<file path="src/shared/ldr_pkg.sv">
// constants for the lookup-table distributed memory block
// assumes one 200 MHz clock and a classic Wishbone register port
package ldr_pkg;

   // register byte offsets
   localparam logic [7:0] LDR_OFS_CTRL   = 8'h00;
   localparam logic [7:0] LDR_OFS_STATUS = 8'h04;

   // control field positions and reset values
   localparam int         LDR_CTRL_MODE_LSB = 0;
   localparam int         LDR_CTRL_FALL_BIT = 2;
   localparam logic [1:0] LDR_MODE_RST      = 2'h0;
   localparam logic       LDR_FALL_RST      = 1'b0;

   // status field positions
   localparam int LDR_STAT_CNT_LSB  = 0;
   localparam int LDR_STAT_LAST_WE  = 8;
   localparam int LDR_STAT_WCLK_LVL = 9;
   localparam int LDR_STAT_RD0      = 10;
   localparam int LDR_STAT_RD1      = 11;

   // memory organisations
   localparam logic [1:0] LDR_MODE_SP16   = 2'h0;
   localparam logic [1:0] LDR_MODE_SP16X2 = 2'h1;
   localparam logic [1:0] LDR_MODE_SP32   = 2'h2;
   localparam logic [1:0] LDR_MODE_DP16   = 2'h3;

   // array geometry
   localparam int LDR_LOC_BITS = 4;
   localparam int LDR_TOT_BITS = 5;
   localparam int LDR_DEPTH    = 32;

   // unmapped reads return this
   localparam logic [31:0] LDR_UNMAPPED = 32'h0000_0000;

endpackage : ldr_pkg

</file>
<file path="src/rtl/ldr_mem.sv">
// bit-wide storage array, two write ports, two read ports
// assumes write strobes come from flops on the same clock
`timescale 1ns/1ps
`default_nettype none
module ldr_mem #(
   parameter int                  ABITS = 5,
   parameter logic [(1<<ABITS)-1:0] INIT = '0
) (
   // clock
   input  wire logic             i_clk,
   // write ports
   input  wire logic             i_we0,
   input  wire logic [ABITS-1:0] i_waddr0,
   input  wire logic             i_wdata0,
   input  wire logic             i_we1,
   input  wire logic [ABITS-1:0] i_waddr1,
   input  wire logic             i_wdata1,
   // read ports
   input  wire logic [ABITS-1:0] i_raddr0,
   input  wire logic [ABITS-1:0] i_raddr1,
   output logic                  o_rdata0,
   output logic                  o_rdata1
);
   localparam int DEPTH = 1 << ABITS;

   if (ABITS < 1 || ABITS > 8) begin : g_chk
      $error("ldr_mem: ABITS out of range");
   end

   typedef struct packed {
      logic [DEPTH-1:0] bits;
      logic             rd0;
      logic             rd1;
   } ldr_mem_st_t;

   // contents come only from the load pattern, never from a reset
   ldr_mem_st_t st_q = {INIT, 1'b0, 1'b0};
   ldr_mem_st_t st_d;

   always_comb begin
      st_d = st_q;
      if (i_we0) begin
         st_d.bits[i_waddr0] = i_wdata0;
      end
      if (i_we1) begin
         st_d.bits[i_waddr1] = i_wdata1;
      end
      // reads follow the live address with no write edge involved
      st_d.rd0 = st_q.bits[i_raddr0];
      st_d.rd1 = st_q.bits[i_raddr1];
   end

   always_ff @(posedge i_clk) begin
      st_q <= st_d;
   end

   assign o_rdata0 = st_q.rd0;
   assign o_rdata1 = st_q.rd1;

endmodule : ldr_mem
`default_nettype wire

</file>
<file path="src/rtl/ldr_top.sv">
// lookup-table distributed memory: write control, mode steering, registers
// assumes the write clock arrives as a pin and is oversampled by i_clk
// Function
// - writes on clock edge, reads need no write clock
// - single port: 16x1, two 16x1, 32x1
// - dual port only as one 16x1
// - 16x1 shares one 4-bit address
// - two arrays share enable and write clock
// - 32x1 adds upper address bit input
// - dual port decodes two 4-bit addresses
// - write and second read run together
// - capture at edge, then internal write pulse
// - write edge rising by default, or falling
// - write edge independent of cell flop clock
// - write enable active high, never inverted
// - address change updates read output one i_clk cycle later, no write clock
// - overwriting addressed location shows new value
// - single port one operation, dual concurrent
// - second output follows independent read address
// - contents loaded from pattern or zeros
// - global set/reset leaves contents unchanged
`timescale 1ns/1ps
`default_nettype none
module ldr_top #(
   parameter int                        LOC_BITS = ldr_pkg::LDR_LOC_BITS,
   parameter logic [ldr_pkg::LDR_DEPTH-1:0] INIT  = '0
) (
   // clock and reset
   input  wire logic                i_clk,
   input  wire logic                i_rst_n,
   // wishbone slave
   input  wire logic                i_wb_cyc,
   input  wire logic                i_wb_stb,
   input  wire logic                i_wb_we,
   input  wire logic [7:0]          i_wb_adr,
   input  wire logic [3:0]          i_wb_sel,
   input  wire logic [31:0]         i_wb_dat,
   output logic      [31:0]         o_wb_dat,
   output logic                     o_wb_ack,
   // memory user side
   input  wire logic                i_write_clk,
   input  wire logic                i_write_en,
   input  wire logic [LOC_BITS-1:0] i_addr,
   input  wire logic                i_upper_addr_bit,
   input  wire logic [LOC_BITS-1:0] i_independent_read_addr,
   input  wire logic                i_write_data_in,
   input  wire logic                i_second_write_data_in,
   output logic                     o_addressed_read_out,
   output logic                     o_second_read_out
);
   localparam int TB = LOC_BITS + 1;

   if (LOC_BITS != ldr_pkg::LDR_LOC_BITS) begin : g_chk
      $error("ldr_top: only 16-location arrays are supported");
   end

   if (ldr_pkg::LDR_TOT_BITS != TB) begin : g_chk_tb
      $error("ldr_top: total address width disagrees with package");
   end

   if (ldr_pkg::LDR_DEPTH != (1 << TB)) begin : g_chk_depth
      $error("ldr_top: array depth disagrees with package");
   end

   typedef struct packed {
      logic        s1;
      logic        s2;
      logic        s3;
      logic        lvl;
      logic [1:0]  mode;
      logic        fall;
      logic        we0;
      logic        we1;
      logic [TB-1:0] wa0;
      logic [TB-1:0] wa1;
      logic        wd0;
      logic        wd1;
      logic        last_we;
      logic [7:0]  wcnt;
      logic        ack;
      logic [31:0] rdat;
   } ldr_top_st_t;

   ldr_top_st_t st_q;
   ldr_top_st_t st_d;
   logic        rd0;
   logic        rd1;
   logic [TB-1:0] ra0;
   logic [TB-1:0] ra1;
   logic        act_edge;
   logic        bus_req;
   logic          ctrl_hit;
   logic          stat_hit;
   logic          ctrl_wr;
   logic [TB-1:0] nxt_wa0;
   logic [TB-1:0] nxt_wa1;
   logic          nxt_wd1;
   logic          nxt_we1;

   // lower array sits at addresses 0..15, upper at 16..31
   function automatic logic [TB-1:0] ldr_lo(input logic [LOC_BITS-1:0] a);
      ldr_lo = {1'b0, a};
   endfunction : ldr_lo

   function automatic logic [TB-1:0] ldr_hi(input logic [LOC_BITS-1:0] a);
      ldr_hi = {1'b1, a};
   endfunction : ldr_hi

   // organisation decode, shared by read and write steering
   function automatic logic ldr_is_sp32(input logic [1:0] m);
      ldr_is_sp32 = (m == ldr_pkg::LDR_MODE_SP32);
   endfunction : ldr_is_sp32

   function automatic logic ldr_is_pair(input logic [1:0] m);
      ldr_is_pair = (m == ldr_pkg::LDR_MODE_SP16X2);
   endfunction : ldr_is_pair

   function automatic logic ldr_is_dual(input logic [1:0] m);
      ldr_is_dual = (m == ldr_pkg::LDR_MODE_DP16);
   endfunction : ldr_is_dual

   // port A address: the upper bit only counts in the 32x1 organisation
   function automatic logic [TB-1:0] ldr_port_a(input logic [1:0]          m,
                                                input logic                u,
                                                input logic [LOC_BITS-1:0] a);
      ldr_port_a = ldr_is_sp32(m) ? {u, a} : ldr_lo(a);
   endfunction : ldr_port_a

   // a level change counts once stages two and three agree on it
   function automatic logic ldr_edge_seen(input logic s2,
                                          input logic s3,
                                          input logic lvl,
                                          input logic fall);
      ldr_edge_seen = (s2 == s3) && (s3 != lvl) && (s3 == ~fall);
   endfunction : ldr_edge_seen

   // control word as software reads it back
   function automatic logic [31:0] ldr_ctrl_word(input logic [1:0] m,
                                                 input logic       f);
      ldr_ctrl_word = ldr_pkg::LDR_UNMAPPED;
      ldr_ctrl_word[ldr_pkg::LDR_CTRL_MODE_LSB +: 2] = m;
      ldr_ctrl_word[ldr_pkg::LDR_CTRL_FALL_BIT]      = f;
   endfunction : ldr_ctrl_word

   // status word: counter, last enable, filtered level, both reads
   function automatic logic [31:0] ldr_stat_word(input logic [7:0] c,
                                                 input logic       w,
                                                 input logic       l,
                                                 input logic       r0,
                                                 input logic       r1);
      ldr_stat_word = ldr_pkg::LDR_UNMAPPED;
      ldr_stat_word[ldr_pkg::LDR_STAT_CNT_LSB +: 8] = c;
      ldr_stat_word[ldr_pkg::LDR_STAT_LAST_WE]      = w;
      ldr_stat_word[ldr_pkg::LDR_STAT_WCLK_LVL]     = l;
      ldr_stat_word[ldr_pkg::LDR_STAT_RD0]          = r0;
      ldr_stat_word[ldr_pkg::LDR_STAT_RD1]          = r1;
   endfunction : ldr_stat_word

   // read address steering per organisation
   always_comb begin
      ra0 = ldr_port_a(st_q.mode, i_upper_addr_bit, i_addr);
      ra1 = ldr_hi(i_independent_read_addr);
   end

   // write steering per organisation, used only on an enabled capture
   always_comb begin
      nxt_wa0 = ldr_port_a(st_q.mode, i_upper_addr_bit, i_addr);
      nxt_wa1 = ldr_hi(i_addr);
      nxt_wd1 = i_write_data_in;
      nxt_we1 = 1'b0;
      if (ldr_is_pair(st_q.mode)) begin
         // second array: own address and data, shared enable
         nxt_we1 = 1'b1;
         nxt_wa1 = ldr_hi(i_independent_read_addr);
         nxt_wd1 = i_second_write_data_in;
      end else if (ldr_is_dual(st_q.mode)) begin
         // both copies written at the first address
         nxt_we1 = 1'b1;
      end
   end

   // register decode; only the low byte lane reaches control
   always_comb begin
      ctrl_hit = (i_wb_adr == ldr_pkg::LDR_OFS_CTRL);
      stat_hit = (i_wb_adr == ldr_pkg::LDR_OFS_STATUS);
      ctrl_wr  = bus_req && ctrl_hit && i_wb_we && i_wb_sel[0];
   end

   // filtered write clock level changes; active edge picked by polarity bit
   assign act_edge = ldr_edge_seen(st_q.s2, st_q.s3, st_q.lvl, st_q.fall);
   assign bus_req  = i_wb_cyc && i_wb_stb && !st_q.ack;

   always_comb begin
      st_d     = st_q;
      st_d.s1  = i_write_clk;
      st_d.s2  = st_q.s1;
      st_d.s3  = st_q.s2;
      if (st_q.s2 == st_q.s3) begin
         st_d.lvl = st_q.s3;
      end
      // internal write pulses last one cycle after the capture edge
      st_d.we0 = 1'b0;
      st_d.we1 = 1'b0;
      if (act_edge) begin
         // enable sampled as is, high means write
         st_d.last_we = i_write_en;
         st_d.wd0 = i_write_data_in;
         st_d.wd1 = nxt_wd1;
         st_d.wa0 = nxt_wa0;
         st_d.wa1 = nxt_wa1;
         if (i_write_en) begin
            // counter wraps; software sees it modulo 256
            st_d.wcnt = st_q.wcnt + 8'h01;
            st_d.we0  = 1'b1;
            st_d.we1  = nxt_we1;
         end
      end
      // wishbone: one ack per request, dropped the next cycle
      st_d.ack = bus_req;
      if (bus_req) begin
         st_d.rdat = ldr_pkg::LDR_UNMAPPED;
         if (ctrl_hit) begin
            st_d.rdat = ldr_ctrl_word(st_q.mode, st_q.fall);
         end else if (stat_hit) begin
            st_d.rdat = ldr_stat_word(st_q.wcnt, st_q.last_we, st_q.lvl, rd0, rd1);
         end
      end
      // a polarity change mid-frame may be seen as an edge; change it idle
      if (ctrl_wr) begin
         st_d.mode = i_wb_dat[ldr_pkg::LDR_CTRL_MODE_LSB +: 2];
         st_d.fall = i_wb_dat[ldr_pkg::LDR_CTRL_FALL_BIT];
      end
   end

   // reset clears control and status state; the array has no reset path
   always_ff @(posedge i_clk) begin
      if (!i_rst_n) begin
         st_q      <= '0;
         st_q.mode <= ldr_pkg::LDR_MODE_RST;
         st_q.fall <= ldr_pkg::LDR_FALL_RST;
      end else begin
         st_q <= st_d;
      end
   end

   ldr_mem #(
      .ABITS (TB),
      .INIT  (INIT)
   ) u_mem (
      .i_clk    (i_clk),
      .i_we0    (st_q.we0),
      .i_waddr0 (st_q.wa0),
      .i_wdata0 (st_q.wd0),
      .i_we1    (st_q.we1),
      .i_waddr1 (st_q.wa1),
      .i_wdata1 (st_q.wd1),
      .i_raddr0 (ra0),
      .i_raddr1 (ra1),
      .o_rdata0 (rd0),
      .o_rdata1 (rd1)
   );

   // write-through: a new value reaches the output two cycles after the pulse
   assign o_addressed_read_out = rd0;
   assign o_second_read_out    = rd1;
   assign o_wb_dat             = st_q.rdat;
   assign o_wb_ack             = st_q.ack;

endmodule : ldr_top
`default_nettype wire

</file>
<file path="config.mk">
export PLATFORM = sky130hd
export DESIGN_NAME = ldr_top
export DESIGN_NICKNAME = d
export VERILOG_FILES = /design/src/shared/ldr_pkg.sv /design/src/rtl/ldr_mem.sv /design/src/rtl/ldr_top.sv
export SDC_FILE = /design/constraint.sdc
export NUM_CORES = 1
export LEC_CHECK = 0
export ABC_CLOCK_PERIOD_IN_PS = 1900
export BUFFER_PORTS_ARGS = -buffer_cell sky130_fd_sc_hd__buf_2
export CELL_PAD_IN_SITES_DETAIL_PLACEMENT = 0
export CELL_PAD_IN_SITES_GLOBAL_PLACEMENT = 1
export CORE_MARGIN = 4
export CORE_UTILIZATION = 25
export DETAILED_ROUTE_END_ITERATION = 16
export HOLD_SLACK_MARGIN = 0.06
export PLACE_DENSITY_LB_ADDON = 0.12
export REMOVE_ABC_BUFFERS = 1
export SLEW_MARGIN = 20
export SYNTH_ARGS = -nofsm -noshare
export SYNTH_HDL_FRONTEND = slang
export SYNTH_HIERARCHICAL = 1
export SYNTH_SLANG_ARGS = --single-unit
</file>
<file path="constraint.sdc">
create_clock -name i_clk -period 1.9 [get_ports i_clk]
set_input_delay 0 -clock i_clk [delete_from_list [all_inputs] [get_ports i_clk]]
set_output_delay 0 -clock i_clk [all_outputs]
set_load 0.02 [all_outputs]
</file>
After elaboration in Yosys (flattened, before gate mapping)
Index checks and enable logic that the tools add are counted.
{"block": "op_classes", "add_sub_neg": 1, "order_cmp": 6, "n_eq_ne": 7, "n_mux": 20, "bitwise": 1, "n_reduce_logical": 14}
{"op": "$bwmux 32", "n": 2}
{"op": "$mux 32", "n": 2}
{"op": "$lt 5x6->1 const B", "n": 4}
{"op": "$mux 12", "n": 2}
{"op": "$demux 1 s5", "n": 2}
{"op": "$ge 5x1->1 const B", "n": 2}
{"op": "$logic_and 1x1->1", "n": 9}
{"op": "$add 8x1->8 const B", "n": 1}
{"op": "$eq 8x3->1 const B", "n": 1}
{"op": "$logic_not 8->1", "n": 1}
{"op": "$mux 1", "n": 7}
{"op": "$bmux 1 s5", "n": 1}
{"op": "$mux 5", "n": 1}
{"op": "$bmux 1 s4", "n": 1}
{"op": "$eq 2x2->1 const B", "n": 2}
{"op": "$mux 4", "n": 1}
{"op": "$reduce_and 2->1", "n": 2}
{"op": "$reduce_and 3->1", "n": 1}
{"op": "$eq 1x1->1", "n": 2}
{"op": "$eq 2x1->1 const B", "n": 1}
{"op": "$mux 2", "n": 1}
{"op": "$logic_not 1->1", "n": 1}
{"op": "$ne 1x1->1", "n": 1}
{"op": "$not 1->1", "n": 1}
{"block": "word_totals", "ff_bits": 97, "input_bits": 62, "output_inout_bits": 35, "word_cells": 68}

Logic depth before layout (Yosys ltp)
{"block": "depth", "word_depth": 8, "mapped_depth": 7, "ltp_nobuf": 6}

Cells and area by module
Netlist, hierarchy kept.
{"module": "ldr_mem", "n_inst": 1, "cells_per_inst": 311, "area_each_um2": 2494.9, "seq_area_each_um2": 680.7}
{"module": "ldr_top", "n_inst": 1, "cells_per_inst": 218, "area_each_um2": 2039.5, "seq_area_each_um2": 860.8}

Least setup slack after synthesis
Ideal clock, no wire load.
{"block": "synth_timing", "path_kind": "register to register", "from": "register st_q[53] (netlist name)", "to": "register u_mem/st_q[20] (netlist name)", "setup_time_ns": 0.121, "arrival_time_ns": 1.437, "required_ns": 1.779, "path_slack_ns": 0.342, "path_stages_with_launch": 5, "path_buffers": 0, "synth_period_minus_slack_ns": 1.558, "path_cell_list": "dfxtp_1 > nor3b_2 > nand2_1 > mux2_1 > mux2_4"}
{"element": "from (decl)", "line_no": "ldr_top.sv:84", "text": "ldr_top_st_t st_q;"}
{"element": "from (signal assigned)", "line_no": "ldr_top.sv:242", "text": "st_q <= st_d;"}
{"element": "to (signal assigned)", "line_no": "ldr_mem.sv:54", "text": "st_q <= st_d;"}
{"element": "to (decl)", "line_no": "ldr_mem.sv:37", "text": "ldr_mem_st_t st_q = {INIT, 1'b0, 1'b0};"}

==> impl_metrics.py <==
metrics = {
    "run_status": {
        "status": "complete, no violations",
    },
    "pwr": {
        "p_per_area_nw_per_um2": 684,
        "ir_worst_vdd_v": 0.000393,
        "cellLeakagePower_nw": 2.15,
        "power_w": 0.00370,
    },
    "final_layout": {
        "antennaDiodeCount": 0,
        "final_layout_size_suffix_gt1_frac": 0.179,
        "fin_cells": 816,
        "fin_nets": 649,
        "final_cell_mix": "nand2_1 (82), dfxtp_1 (77), mux2i_1 (62)",
        "syn2layout_area_growth_pct": 19.3,
        "postLayoutCoreUtil": 0.309,
        "layout_commonest_cell": "nand2_1",
    },
    "floorplan": {
        "die-area_um2": 20400,
        "die_w_um": 143,
        "start_util": 0.259,
        "die_h_um": 143,
        "core_um2": 17500,
        "num_rows": 48,
        "ioPinCount": 97,
    },
    "logic_synthesis": {
        "synth-seq-cells": 77,
        "yosys_warnings": 6,
        "yosys.cell_types.count": 48,
        "netlist_instances": 529,
        "avgSynthCellArea_um2": 8.57,
        "synth_ff_type": "dfxtp_1",
        "synth_area_um2": 4530,
        "synth_seq_area_share": 0.340,
        "synth_edf_count": 0,
        "async_flop_share": 0,
    },
    "setup_path": {
        "end_kind": "flip-flop",
        "critical_path_class": "flip-flop to flip-flop",
        "arrival_ps": 1880,
        "crit_path_start_kind": "flip-flop",
        "crit_fanout": 9,
        "cp.required_ps": 2140,
    },
    "sta": {
        "final_hold_viol_count": 0,
        "finalSetupViolCount": 0,
        "tns_ps": 0,
        "hold_ws_ps": 65.7,
        "maxSlewViolCount": 0,
        "fin_crit_ps": 1640,
        "fin_skew_ps": 8.71,
        "rsz0062_at_grt": "no",
        "slew_headroom": 0.561,
        "worst_slew_pin_slew_ps": 657,
        "fmax_mhz": 608,
        "fin_crit_sh": 0.865,
    },
    "route": {
        "initialDrtViolationCount": 202,
        "drtAntennaViolNets": 0,
        "wl_per_cell_um": 17.2,
        "num_vias": 3916,
        "drc": 0,
        "routed_wl_um": 14000,
        "viasPerCell": 4.80,
        "first_pass_iters": 4,
    },
    "global_route": {
        "grt_pass1_vias": 3859,
        "grt_max_degree": 33,
        "grt_first_pass_wirelength_um": 21900,
        "grt_use_total": 0.142,
        "antenna_found_initial": 0,
        "grt_overflow": 0,
    },
    "clock_tree": {
        "cts_max_level": 3,
        "cts_inserted_buffers": 9,
        "post_cts_buffers": 0,
        "clockBufferDepth": 2,
        "clock_latency_ps": 350,
        "cts_tree": "done",
        "numClockSinks": 77,
        "cts_root_buffer": "clkbuf_16",
        "clkTransAtPathRegs_ps": 70,
    },
    "placement": {
        "io_buffers": 44,
        "dp_cells": 783,
        "place_congestion": 0.791,
        "post-dp-hpwl_um": 10400,
    },
    "min_path": {
        "hold_path_class": "primary input to flip-flop",
    },
    "flow_run": {
        "maxCapViolations": 0,
    },
}
## cells by family (layout without fill, tap and decap cells)
kind of cell / after synthesis / in the layout / share of synthesized area
simple gates: 209 / 209 / 0.244
compound gates: 104 / 104 / 0.155
mux: 79 / 79 / 0.181
flops: 77 / 77 / 0.340
buf+inv: 57 / 97 / 0.0753
other cells: 2 / 24 / 0.00166
fa+ha+maj: 1 / 1 / 0.00276
## power breakdown
part           switching, W  leakage, nW  total [W]  internal, W
combinational      0.000166         1.39   0.000268     0.000102
clock              0.000764        0.148    0.00180      0.00104
sequential       0.00000915        0.621    0.00163      0.00162
## state kept, by name (all words and copies together) (netlist names)
signal          count
st_q               28
o_wb_ack            1
u_mem/st_q         32
st_d                2
u_mem/o_rdata0      1
u_mem/o_rdata1      1
o_wb_dat           12
## layer usage
layer | GRT usage | vias to the layer above | share of wire
met5 | 0 | - | 0
met4 | 0.0485 | 0 | 0.019
met3 | 0.0285 | 20 | 0.048
met2 | 0.232 | 100 | 0.47
met1 | 0.186 | 1815 | 0.46
li1 | - | 1981 | -
## critical path, cell delays in order (launching register included)
cell and delay, ps:
dfxtp_1 430, nor3_1 450, nand2_1 120, mux2_2 280, mux2_2 250
## area by class of cell
type,count,area [um^2]
clock buffer,9,225
inverter,1,3.75
clock inverter,7,80.1
fill,1883,12100
tap,225,282
multi-input combinational,417,2730
sequential,77,1540
timing repair buffer,80,546
## per-stage QoR
stage | setup slack [ps] | area (um^2)
floorplan | 278 | 4280
global placement | 292 | 4940
detailed placement | 285 | 4940
CTS | 28.6 | 5400
global route | 114 | 5410
finish | 256 | 5410
## timing repair
item	in CTS	in global routing
endpoints found under the hold margin	16	2
hold buffers	16	2
setup endpoints to repair	0	1
gates resized for setup	0	0
## Yosys cell counts (2+ instances only)
cell type	instances	area share
nand2_1	82	0.068
dfxtp_1	77	0.34
mux2i_1	62	0.14
buf_4	32	0.053
nand3_1	31	0.034
nor2_1	27	0.022
o21ai_0	26	0.029
a21oi_1	19	0.021
clkbuf_1	16	0.013
o31a_1	15	0.029
mux2_2	13	0.032
o21a_1	11	0.018
a211oi_1	9	0.015
a22o_1	9	0.017
nand2b_1	9	0.012
nand3b_1	9	0.015
a22oi_1	8	0.013
nor3_1	8	0.0088
buf_2	6	0.0066
nand4_1	6	0.0083
and2_1	5	0.0069
and3b_1	4	0.0077
nor2b_1	4	0.0055
nor3b_2	4	0.011
nor3b_1	3	0.0050
a311o_1	2	0.0044
and3_1	2	0.0028
and4bb_2	2	0.0055
buf_1	2	0.0017
conb_1	2	0.0017
mux2_1	2	0.0050
mux2_4	2	0.0066
nand4b_1	2	0.0039
nand4bb_1	2	0.0050
nor4_4	2	0.0094
o21ai_1	2	0.0022
## final timing paths
check | start | end | slack (ps) | cells past startpoint
worst max-delay path | st_q[51]$_SDFFE_PN0P_ | u_mem/st_q[4]$_DFF_P_ | 260 | 4
worst min-delay path | i_wb_cyc | o_wb_ack$_SDFF_PN0_ | 70 | 3
worst max register to register | st_q[51]$_SDFFE_PN0P_ | u_mem/st_q[4]$_DFF_P_ | 260 | 4
worst min register to register | st_d[61]$_SDFF_PN0_ | st_d[60]$_SDFF_PN0_ | 440 | 1
(Power assumes the default switching activity.)
